[config.mk]
export PLATFORM = sky130hd
export DESIGN_NAME = ctp_tx_prioritizer
export DESIGN_NICKNAME = d
export VERILOG_FILES = /design/src/core/ctp_pkg.sv /design/src/core/ctp_prio_select.sv /design/src/core/ctp_irq_flags.sv /design/src/core/ctp_tx_prioritizer.sv
export SDC_FILE = /design/constraint.sdc
export NUM_CORES = 1
export LEC_CHECK = 0
export BUFFER_PORTS_ARGS = -buffer_cell sky130_fd_sc_hd__buf_2
export CAP_MARGIN = 10
export CORE_MARGIN = 1.5
export CORE_UTILIZATION = 34
export DETAILED_ROUTE_END_ITERATION = 16
export PLACE_DENSITY_LB_ADDON = 0.05
export SLEW_MARGIN = 0
export SYNTH_ARGS = -nofsm -noshare
export SYNTH_HDL_FRONTEND = slang
export SYNTH_HIERARCHICAL = 1
export SYNTH_SLANG_ARGS = --single-unit
[constraint.sdc]
create_clock -name i_ref_clk -period 2.2 [get_ports i_ref_clk]
set_clock_uncertainty 0.15 [all_clocks]
set_input_delay 0.22 -clock i_ref_clk [delete_from_list [all_inputs] [get_ports i_ref_clk]]
set_output_delay 0.22 -clock i_ref_clk [all_outputs]
set_load 0.01 [all_outputs]
[src/core/ctp_pkg.sv]
// Package with register map, field layout and carrier types of the prioritizer.
package ctp_pkg;

  // ---------------------------------------------------------------------
  // Bus geometry
  // ---------------------------------------------------------------------
  localparam int ADDR_W = 11;
  localparam int DATA_W = 8;
  localparam int NUM_TX = 3;

  // ---------------------------------------------------------------------
  // Register offsets
  // ---------------------------------------------------------------------
  localparam logic [10:0] OFF_MODULE_CONTROL_0   = 11'h500;
  localparam logic [10:0] OFF_MODULE_CONTROL_1   = 11'h501;
  localparam logic [10:0] OFF_BUS_TIMING_0       = 11'h502;
  localparam logic [10:0] OFF_BUS_TIMING_1       = 11'h503;
  localparam logic [10:0] OFF_RECEIVE_FLAGS      = 11'h504;
  localparam logic [10:0] OFF_RECEIVE_IRQ_ENA    = 11'h505;
  localparam logic [10:0] OFF_TRANSMIT_FLAGS     = 11'h506;
  localparam logic [10:0] OFF_TRANSMIT_CONTROL   = 11'h507;
  localparam logic [10:0] OFF_ACCEPTANCE_CONTROL = 11'h508;
  localparam logic [10:0] OFF_IRQ_STATUS         = 11'h520;
  localparam logic [10:0] OFF_IRQ_MASK           = 11'h521;
  localparam logic [10:0] OFF_TX_PRIO_0          = 11'h55D;
  localparam logic [10:0] OFF_TX_PRIO_1          = 11'h56D;
  localparam logic [10:0] OFF_TX_PRIO_2          = 11'h57D;

  // ---------------------------------------------------------------------
  // Writable bit masks and reset values
  // ---------------------------------------------------------------------
  localparam logic [7:0] MCR0_WMASK   = 8'h1F;
  localparam logic [7:0] MCR1_WMASK   = 8'h07;
  localparam logic [7:0] ACCEPTANCE_CONTROL_WMASK  = 8'h30;
  localparam logic [7:0] RST_MCR0     = 8'h01;
  localparam logic [7:0] RST_ZERO     = 8'h00;
  localparam logic [2:0] RST_TXE      = 3'h7;
  localparam logic [7:0] RST_PRIO     = 8'h00;

  // ---------------------------------------------------------------------
  // Field positions
  // ---------------------------------------------------------------------
  localparam int TXE_LSB   = 0;  // Buffer-empty flags, bits 2:0.
  localparam int ABT_LSB   = 4;  // Abort acknowledge / request, bits 6:4.
  localparam int TX_EMPTY_IRQ_ENABLE_LSB = 0;  // Empty interrupt enables, bits 2:0.
  localparam int IDHIT_LSB = 0;  // Acceptance hit indicator, bits 1:0.
  localparam int EV_DONE   = 0;  // Status bits 2:0: buffer sent.
  localparam int EV_ABORT  = 4;  // Status bits 6:4: buffer aborted.

  // ---------------------------------------------------------------------
  // Types
  // ---------------------------------------------------------------------
  typedef enum logic [0:0] {
    CTP_IDLE = 1'b0,
    CTP_SEND = 1'b1
  } ctp_tx_e;

  typedef struct packed {
    logic       valid;
    logic [1:0] idx;
  } ctp_sel_s;

  typedef logic [NUM_TX*DATA_W-1:0] ctp_prio_t;

endpackage : ctp_pkg

[src/core/ctp_prio_select.sv]
// Lowest-value, lowest-index winner search among pending transmit buffers.
`timescale 1ns/1ns
`default_nettype none

module ctp_prio_select (
  input  wire logic [23:0] i_prio,
  input  wire logic [2:0]  i_elig,
  output logic             o_valid,
  output logic [1:0]       o_idx
);

  logic [2:0] win;

  // -----------------------------------------------------------------------
  // Per-entry comparison
  // -----------------------------------------------------------------------
  // An entry wins when it beats every other eligible entry; at most one can.
  for (genvar i = 0; i < 3; i++) begin : g_ent
    logic [2:0] beats;
    for (genvar j = 0; j < 3; j++) begin : g_cmp
      if (i == j) begin : g_self
        assign beats[j] = 1'b1;
      end else begin : g_other
        assign beats[j] = !i_elig[j]
          || (i_prio[i*8 +: 8] < i_prio[j*8 +: 8])
          || ((i_prio[i*8 +: 8] == i_prio[j*8 +: 8]) && (i < j));
      end
    end
    assign win[i] = i_elig[i] & (&beats);
  end

  // Encode the single winner.
  assign o_valid = |win;
  assign o_idx   = win[2] ? 2'h2 : (win[1] ? 2'h1 : 2'h0);

endmodule : ctp_prio_select

`default_nettype wire

[src/core/ctp_irq_flags.sv]
// Sticky interrupt status with write-one-to-clear, mask and level output.
`timescale 1ns/1ns
`default_nettype none

module ctp_irq_flags (
  input  wire logic       i_ref_clk,
  input  wire logic       i_rst_n,
  input  wire logic       i_ce,
  input  wire logic [7:0] i_event,
  input  wire logic [7:0] i_clr,
  input  wire logic       i_mask_wr,
  input  wire logic [7:0] i_mask_wdata,
  output logic [7:0]      o_status,
  output logic [7:0]      o_mask,
  output logic            o_irq
);

  logic [7:0] status_next;
  logic       irq_next;

  // -----------------------------------------------------------------------
  // Sticky bits
  // -----------------------------------------------------------------------
  // A new event in the clearing cycle survives: set has the last word.
  for (genvar b = 0; b < 8; b++) begin : g_bit
    assign status_next[b] = i_event[b] | (o_status[b] & ~i_clr[b]);
  end
  assign irq_next = |(status_next & (i_mask_wr ? i_mask_wdata : o_mask));

  // State update, frozen while the clock enable is low.
  always_ff @(posedge i_ref_clk) begin
    if (!i_rst_n) begin
      o_status <= ctp_pkg::RST_ZERO;
      o_mask   <= ctp_pkg::RST_ZERO;
      o_irq    <= 1'b0;
    end else if (i_ce) begin
      o_status <= status_next;
      if (i_mask_wr) begin
        o_mask <= i_mask_wdata;
      end
      o_irq <= irq_next;
    end
  end

endmodule : ctp_irq_flags

`default_nettype wire

[src/core/ctp_tx_prioritizer.sv]
// Transmit buffer prioritizer with its control register block.
`timescale 1ns/1ns
`default_nettype none

// Summary of operation
// - Eight-bit local priority, smaller is higher.
// - Only buffers with empty flag clear compete.
// - Smallest local priority value wins selection.
// - Equal values: lowest buffer index wins.
// - Three transmit buffers each own a priority.
module ctp_tx_prioritizer (
  input  wire logic         i_ref_clk,
  input  wire logic         i_rst_n,
  input  wire logic         i_ce,
  input  wire logic [10:0]  i_addr,
  input  wire logic [7:0]   i_wdata,
  input  wire logic         i_wr,
  input  wire logic         i_rd,
  input  wire logic         i_sof_req,
  input  wire logic         i_tx_done,
  input  wire logic         i_tx_abort,
  input  wire logic [7:0]   i_rx_flag_set,
  input  wire logic [1:0]   i_id_hit,
  output logic [7:0]        o_rdata,
  output logic              o_irq,
  output ctp_pkg::ctp_sel_s o_sel,
  output logic [2:0]        o_abort_req
);

  // -----------------------------------------------------------------------
  // Register storage
  // -----------------------------------------------------------------------
  logic [7:0]       mcr0_reg;
  logic [7:0]       mcr1_reg;
  logic [7:0]       btr0_reg;
  logic [7:0]       btr1_reg;
  logic [7:0]       rflg_reg;
  logic [7:0]       rier_reg;
  logic [7:0]       acceptance_control_reg;
  logic [2:0]       txe_reg;
  logic [2:0]       abort_acknowledge_reg;
  logic [2:0]       abort_request_reg;
  logic [2:0]       tx_empty_irq_enable_reg;
  ctp_pkg::ctp_prio_t prio_reg;
  ctp_pkg::ctp_tx_e state_reg;
  ctp_pkg::ctp_sel_s sel_reg;
  logic [7:0]       rdata_reg;

  logic [7:0]       rflg_next;
  logic [2:0]       txe_next;
  logic [2:0]       abort_acknowledge_next;
  logic [2:0]       abort_request_next;
  ctp_pkg::ctp_prio_t prio_next;
  ctp_pkg::ctp_tx_e state_next;
  ctp_pkg::ctp_sel_s sel_next;
  logic [7:0]       rdata_next;

  // -----------------------------------------------------------------------
  // Address decode
  // -----------------------------------------------------------------------
  // Decodes are plain address compares; each write use is qualified with i_wr so that reads never disturb.
  wire hit_mcr0  = (i_addr == ctp_pkg::OFF_MODULE_CONTROL_0);
  wire hit_mcr1  = (i_addr == ctp_pkg::OFF_MODULE_CONTROL_1);
  wire hit_btr0  = (i_addr == ctp_pkg::OFF_BUS_TIMING_0);
  wire hit_btr1  = (i_addr == ctp_pkg::OFF_BUS_TIMING_1);
  wire hit_rflg  = (i_addr == ctp_pkg::OFF_RECEIVE_FLAGS);
  wire hit_rier  = (i_addr == ctp_pkg::OFF_RECEIVE_IRQ_ENA);
  wire hit_tflg  = (i_addr == ctp_pkg::OFF_TRANSMIT_FLAGS);
  wire hit_tctl  = (i_addr == ctp_pkg::OFF_TRANSMIT_CONTROL);
  wire hit_acceptance_control = (i_addr == ctp_pkg::OFF_ACCEPTANCE_CONTROL);
  wire hit_ists  = (i_addr == ctp_pkg::OFF_IRQ_STATUS);
  wire hit_imsk  = (i_addr == ctp_pkg::OFF_IRQ_MASK);
  wire hit_pr0   = (i_addr == ctp_pkg::OFF_TX_PRIO_0);
  wire hit_pr1   = (i_addr == ctp_pkg::OFF_TX_PRIO_1);
  wire hit_pr2   = (i_addr == ctp_pkg::OFF_TX_PRIO_2);

  wire [2:0] hit_pr = {hit_pr2, hit_pr1, hit_pr0};
  wire       wr_tflg = i_wr & hit_tflg;
  wire       wr_tctl = i_wr & hit_tctl;
  wire [2:0] sw_txe_clr = wr_tflg ? i_wdata[ctp_pkg::TXE_LSB +: 3] : 3'h0;

  // -----------------------------------------------------------------------
  // Winner search
  // -----------------------------------------------------------------------
  logic       win_valid;
  logic [1:0] win_idx;

  wire [2:0] elig = ~txe_reg;

  ctp_prio_select u_select (
    .i_prio  (prio_reg),
    .i_elig  (elig),
    .o_valid (win_valid),
    .o_idx   (win_idx)
  );

  // -----------------------------------------------------------------------
  // Frame progress
  // -----------------------------------------------------------------------
  // The engine reports the end of the frame it was handed; done and abort
  // only count while a buffer is in flight.
  wire busy      = (state_reg == ctp_pkg::CTP_SEND);
  wire fin_done  = busy & i_tx_done;
  wire fin_abort = busy & i_tx_abort & ~i_tx_done;
  wire [2:0] cur_onehot = busy ? (3'h1 << sel_reg.idx) : 3'h0;

  // A pending buffer that is not on the wire is withdrawn at once.
  wire [2:0] idle_abort = abort_request_reg & ~txe_reg & ~cur_onehot;
  wire [2:0] ev_done    = fin_done ? cur_onehot : 3'h0;
  wire [2:0] ev_abort   = (fin_abort ? cur_onehot : 3'h0) | idle_abort;

  wire take_sof = i_sof_req & ~busy;

  // Selection and state sequencing.
  always_comb begin
    state_next = state_reg;
    sel_next   = sel_reg;
    if (take_sof) begin
      sel_next.valid = win_valid;
      sel_next.idx   = win_idx;
      state_next     = win_valid ? ctp_pkg::CTP_SEND : ctp_pkg::CTP_IDLE;
    end else if (fin_done || fin_abort) begin
      sel_next.valid = 1'b0;
      state_next     = ctp_pkg::CTP_IDLE;
    end
  end

  // -----------------------------------------------------------------------
  // Transmit flags and control
  // -----------------------------------------------------------------------
  // Hardware setting the empty flag wins over a same-cycle software clear,
  // so a finished frame is never reported as still pending.
  assign txe_next   = (txe_reg & ~sw_txe_clr) | ev_done | ev_abort;
  assign abort_acknowledge_next = (abort_acknowledge_reg & ~sw_txe_clr) | ev_abort;
  assign abort_request_next = (wr_tctl ? i_wdata[ctp_pkg::ABT_LSB +: 3] : abort_request_reg)
                      & ~txe_next;

  // -----------------------------------------------------------------------
  // Local priority registers
  // -----------------------------------------------------------------------
  // one priority per buffer
  for (genvar k = 0; k < ctp_pkg::NUM_TX; k++) begin : g_prio
    assign prio_next[k*8 +: 8] = (i_wr & hit_pr[k]) ? i_wdata
                                                    : prio_reg[k*8 +: 8];
  end

  // Receive flags: engine sets, software clears by writing one.
  assign rflg_next = i_rx_flag_set
                   | (rflg_reg & ~((i_wr & hit_rflg) ? i_wdata : 8'h00));

  // -----------------------------------------------------------------------
  // Interrupt block
  // -----------------------------------------------------------------------
  logic [7:0] irq_status;
  logic [7:0] irq_mask;

  wire [7:0] irq_event = {1'b0, ev_abort, 1'b0, ev_done};
  wire [7:0] irq_clr   = (i_wr & hit_ists) ? i_wdata : 8'h00;

  ctp_irq_flags u_irq (
    .i_ref_clk    (i_ref_clk),
    .i_rst_n      (i_rst_n),
    .i_ce         (i_ce),
    .i_event      (irq_event),
    .i_clr        (irq_clr),
    .i_mask_wr    (i_wr & hit_imsk),
    .i_mask_wdata (i_wdata),
    .o_status     (irq_status),
    .o_mask       (irq_mask),
    .o_irq        (o_irq)
  );

  // -----------------------------------------------------------------------
  // Read mux
  // -----------------------------------------------------------------------
  // Unmapped and reserved addresses read as zero.
  wire [7:0] rd_tflg  = {1'b0, abort_acknowledge_reg, 1'b0, txe_reg};
  wire [7:0] rd_tctl  = {1'b0, abort_request_reg, 1'b0, tx_empty_irq_enable_reg};
  wire [7:0] rd_acceptance_control = (acceptance_control_reg & ctp_pkg::ACCEPTANCE_CONTROL_WMASK)
                      | {6'h00, i_id_hit};
  wire [7:0] rd_val =
      hit_mcr0  ? mcr0_reg  :
      hit_mcr1  ? mcr1_reg  :
      hit_btr0  ? btr0_reg  :
      hit_btr1  ? btr1_reg  :
      hit_rflg  ? rflg_reg  :
      hit_rier  ? rier_reg  :
      hit_tflg  ? rd_tflg   :
      hit_tctl  ? rd_tctl   :
      hit_acceptance_control ? rd_acceptance_control  :
      hit_ists  ? irq_status :
      hit_imsk  ? irq_mask  :
      hit_pr0   ? prio_reg[7:0]   :
      hit_pr1   ? prio_reg[15:8]  :
      hit_pr2   ? prio_reg[23:16] : 8'h00;

  // Read data stand only in the cycle after the strobe.
  assign rdata_next = i_rd ? rd_val : 8'h00;

  // -----------------------------------------------------------------------
  // Configuration registers
  // -----------------------------------------------------------------------
  // Plain storage; unimplemented bits are masked on write.
  always_ff @(posedge i_ref_clk) begin
    if (!i_rst_n) begin
      mcr0_reg  <= ctp_pkg::RST_MCR0;
      mcr1_reg  <= ctp_pkg::RST_ZERO;
      btr0_reg  <= ctp_pkg::RST_ZERO;
      btr1_reg  <= ctp_pkg::RST_ZERO;
      rier_reg  <= ctp_pkg::RST_ZERO;
      acceptance_control_reg <= ctp_pkg::RST_ZERO;
      tx_empty_irq_enable_reg <= 3'h0;
    end else if (i_ce && i_wr) begin
      if (hit_mcr0) begin
        mcr0_reg <= i_wdata & ctp_pkg::MCR0_WMASK;
      end
      if (hit_mcr1) begin
        mcr1_reg <= i_wdata & ctp_pkg::MCR1_WMASK;
      end
      if (hit_btr0) begin
        btr0_reg <= i_wdata;
      end
      if (hit_btr1) begin
        btr1_reg <= i_wdata;
      end
      if (hit_rier) begin
        rier_reg <= i_wdata;
      end
      if (hit_acceptance_control) begin
        acceptance_control_reg <= i_wdata & ctp_pkg::ACCEPTANCE_CONTROL_WMASK;
      end
      if (hit_tctl) begin
        tx_empty_irq_enable_reg <= i_wdata[ctp_pkg::TX_EMPTY_IRQ_ENABLE_LSB +: 3];
      end
    end
  end

  // -----------------------------------------------------------------------
  // Transmit state
  // -----------------------------------------------------------------------
  // Empty flags reset set: no buffer competes until software loads one.
  always_ff @(posedge i_ref_clk) begin
    if (!i_rst_n) begin
      txe_reg   <= ctp_pkg::RST_TXE;
      abort_acknowledge_reg <= 3'h0;
      abort_request_reg <= 3'h0;
      rflg_reg  <= ctp_pkg::RST_ZERO;
      prio_reg  <= {3{ctp_pkg::RST_PRIO}};
      state_reg <= ctp_pkg::CTP_IDLE;
      sel_reg   <= '0;
      rdata_reg <= 8'h00;
    end else if (i_ce) begin
      txe_reg   <= txe_next;
      abort_acknowledge_reg <= abort_acknowledge_next;
      abort_request_reg <= abort_request_next;
      rflg_reg  <= rflg_next;
      prio_reg  <= prio_next;
      state_reg <= state_next;
      sel_reg   <= sel_next;
      rdata_reg <= rdata_next;
    end
  end

  // -----------------------------------------------------------------------
  // Outputs
  // -----------------------------------------------------------------------
  // The engine sees all three abort request bits, including a one-cycle request for an idle pending buffer.
  assign o_rdata     = rdata_reg;
  assign o_sel       = sel_reg;
  assign o_abort_req = abort_request_reg;

endmodule : ctp_tx_prioritizer

`default_nettype wire

==> results by group <==
Outcome
  – Status: completed

Clocking
  – Clk_lat worst skew: between 300 and 400 ps
  – CTS H-tree lvls: 3
  – Inserted Clock Buffers: 9
  – CTS tree: built
  – Root Buffer: clkbuf_16
  – Clock tree sinks: 106
  – CTS Buffer Depth: 2
  – Worst-path clk slew: ~80 ps

Global routing
  – Largest net degree at the start of global routing: 57
  – GRT Total Usage: between 20% and 30%
  – GRT overflow: 0
  – Antenna violations before repair: 0
  – First-pass GRT wire length: 37,000 um
  – Vias in the first global route: 6,217

Run
  – Max-capacitance violation count: 0

Layout
  – Antenna cell count: 0
  – Layout area overhead: 26.4%
  – Fin nets: ~960
  – Max FFs per register: 24
  – Final core utilization: 44.3%
  – Fraction of layout cells with a size suffix above 1: 27.9%

Worst setup path
  – Max Fanout on Critical Path: 5
  – Critical Path Source Type: flop
  – Worst r2r src: prio_reg[22]$_SDFFE_PN0P_
  – WP data required: 2310 ps
  – Kind of end point of the critical path: flop
  – Launch point of the worst path: prio_reg[22]$_SDFFE_PN0P_
  – Worst path arrival time: 2250 ps
  – Setup Crit Path Kind: flop to flop

Logic synthesis
  – Post-synthesis async set-or-reset flop share: 0%
  – Post-synthesis sequential area ratio: 31.9%
  – Synthesis-stage register bit count: 106
  – Synth Flop Type: dfxtp_1
  – Ys Warns: 6
  – Post-synth EDFFs: 0
  – Mapped Area: between 6000 and 7000 um^2
  – Synth Area per Inst: around 8.6 um^2
  – Mapped Cells: 771
  – Unique masters post-synth: 80

Place
  – GPL Wtd Cong: 0.929
  – Number of port buffers: 51
  – Post-DP HPWL: 18,400 um

Die
  – Starting density of the core: about a third
  – Die width: 143 um
  – Boundary Pins: 52
  – Die Ht: ~140 um
  – Row count: 50
  – Die area: roughly 20,000 um^2
  – Area of the core: 19,000 um^2

Pwr
  – Peak supply drop: 0.000344 V
  – Pwr/cell area: between 500 and 600 nW/um^2
  – Psw: between 1 and 1.5 mW
  – P_int: around 3.2 mW
  – Switch share: a little over a quarter
  – Reg power frac: 45.2%
  – Gate power share: 12.1%
  – Total power: about 4.3 mW
  – Leakage power: between 3 and 4 nW
  – Clock network fraction of total power: 42.7%

STA
  – Slew Viols, Final: 0
  – Final setup vio count: 0
  – Worst-Margin Slew: 570 ps
  – Final period utilization: 97.0%
  – RSZ-0062 raised after global routing: true
  – Tmin final: 2130 ps
  – Fmax: 469 MHz
  – Final hold slack: slightly below 40 ps
  – Fin. Hold Viols: 0
  – Slew margin rel.: between 60% and 70%

Drt
  – Vias: 6,183
  – Initial DRC count: ~350
  – DRC: 0
  – Final antenna-violating net count: 0
  – DR WL/cell: about 21 um
  – Final wirelength: 24,200 um
  – Drt pass-1 iters: 5
  – Vias/cell: ~5.3

Min path
  – Worst Min Path Start: i_tx_abort
  – Hold WC Path Type: input port to flop
[routing by layer]
metal  part of all wire [%]  global-route usage [%]
met5                      0                       0
met4                    2.3                    7.98
met3                    3.5                    3.62
met2                     46                    40.4
met1                     48                    32.9
[worst max-delay path, cell delays in order, from the launching register on]
cell	delay, ps
dfxtp_2	340
inv_2	40
ha_4	260
nand4_1	140
or3_4	360
o21a_4	150
a221oi_4	320
a211oi_4	60
a31oi_1	160
nor2_1	50
[repair_timing]
| action | 4_1_cts | 5_1_grt |
|---|---|---|
| endpoints found under the setup margin | 2 | 3 |
| hold buffers | 10 | 0 |
| gates cloned | 0 | 0 |
| hold endpoints to repair | 10 | 0 |
| pin swaps | 1 | 22 |
| resized for setup | 1 | 50 |
| setup buffers | 0 | 4 |
[cell families after synthesis]
family,after synthesis,synth area share (%)
other cells,1,0.0564
compound gates,179,19.6
flops,106,31.9
buf+inv,86,6.66
mux,73,11.1
simple gates,302,26.1
fa+ha+maj,24,4.52
[power groups by stage]
stage | logic (mW) | registers [mW] | clock network, mW
after floorplan | 0.273 | 2.00 | 0
after global placement | 0.492 | 2.01 | 0
after detailed placement | 0.491 | 2.01 | 0
after CTS | 0.507 | 1.96 | 1.92
after global routing | 0.559 | 1.96 | 1.98
final | 0.526 | 1.96 | 1.86
[layout make-up]
cell class / instances / area (um^2)
Multi-Input combinational cell: 581 / 4300
Inverter: 34 / 128
Sequential cell: 106 / 2140
Tap cell: 260 / 325
Fill cell: 1914 / 10600
Clock inverter: 7 / 106
Timing Repair Buffer: 165 / 1180
Clock buffer: 9 / 225
[metrics by stage]
step                cell area, um^2  setup TNS (ps)  std cells  setup slack [ps]
finish                         8400               0       1162              65.9
global placement               7710            -766       1132              -125
CTS                            8140               0       1158             0.681
floorplan                      6660               0        773              6.33
global route                   8400           -27.6       1162             -27.6
detailed placement             7710            -473       1132             -52.4
[path summary, 6_finish.rpt]
kind / depth (start not counted) / slack, ps / to
max reg2reg: 9 / 70 / busy$_SDFFE_PN0P_
min reg2reg: 2 / 310 / acceptance_control_reg[5]$_SDFFE_PN0P_
min: 4 / 40 / busy$_SDFFE_PN0P_
max: 9 / 70 / busy$_SDFFE_PN0P_
[cell usage in the layout (no fill, tap or decap), drive strengths merged, types with 7 or more instances in the layout]
master | netlist | final
buf | 18 | 155
nor2b | 86 | 86
mux2i | 66 | 66
a22oi | 25 | 25
a21oi | 27 | 27
a21boi | 22 | 22
nand2 | 90 | 90
and2 | 7 | 7
dlygate4sd3 | 0 | 10
mux2 | 7 | 7
clkbuf | 34 | 9
o211ai | 7 | 7
nand3 | 25 | 25
nor2 | 18 | 18
nor3 | 18 | 18
inv | 34 | 38
nand4 | 12 | 12
and3 | 12 | 12
nand2b | 9 | 9
o22ai | 10 | 10
ha | 24 | 24
dfxtp | 106 | 106
o21ai | 31 | 31
[cells in the mapped netlist, types with 3 or more instances]
cell type,number,share of area [%]
a211o_1,3,0.40
mux2_2,7,1.2
and3_1,12,1.1
o22ai_1,10,0.94
mux2i_1,66,9.9
inv_1,34,1.9
dfxtp_1,106,32
a41o_2,3,0.51
nand2_1,88,5.0
nand4_1,12,1.1
o32ai_1,4,0.53
buf_2,7,0.53
a32oi_1,3,0.40
o221ai_1,5,0.66
clkbuf_1,29,1.6
nand3b_1,4,0.45
nand2b_1,9,0.85
a21o_1,4,0.45
or2b_1,3,0.34
buf_6,4,0.68
a31oi_1,4,0.38
nor2b_1,86,8.1
nor3_1,13,0.98
a21boi_0,19,2.1
a2bb2oi_2,3,0.68
nor3_4,4,0.98
o211ai_1,7,0.79
a21boi_1,3,0.34
ha_1,24,4.5
a21oi_1,27,2.0
and2_1,7,0.66
clkbuf_8,5,1.0
nor2_1,17,0.96
buf_4,4,0.45
nand3_1,22,1.7
o21ai_0,29,2.2
a22oi_1,25,2.8
a221oi_1,3,0.40
Power figures use the tool's default switching activity.
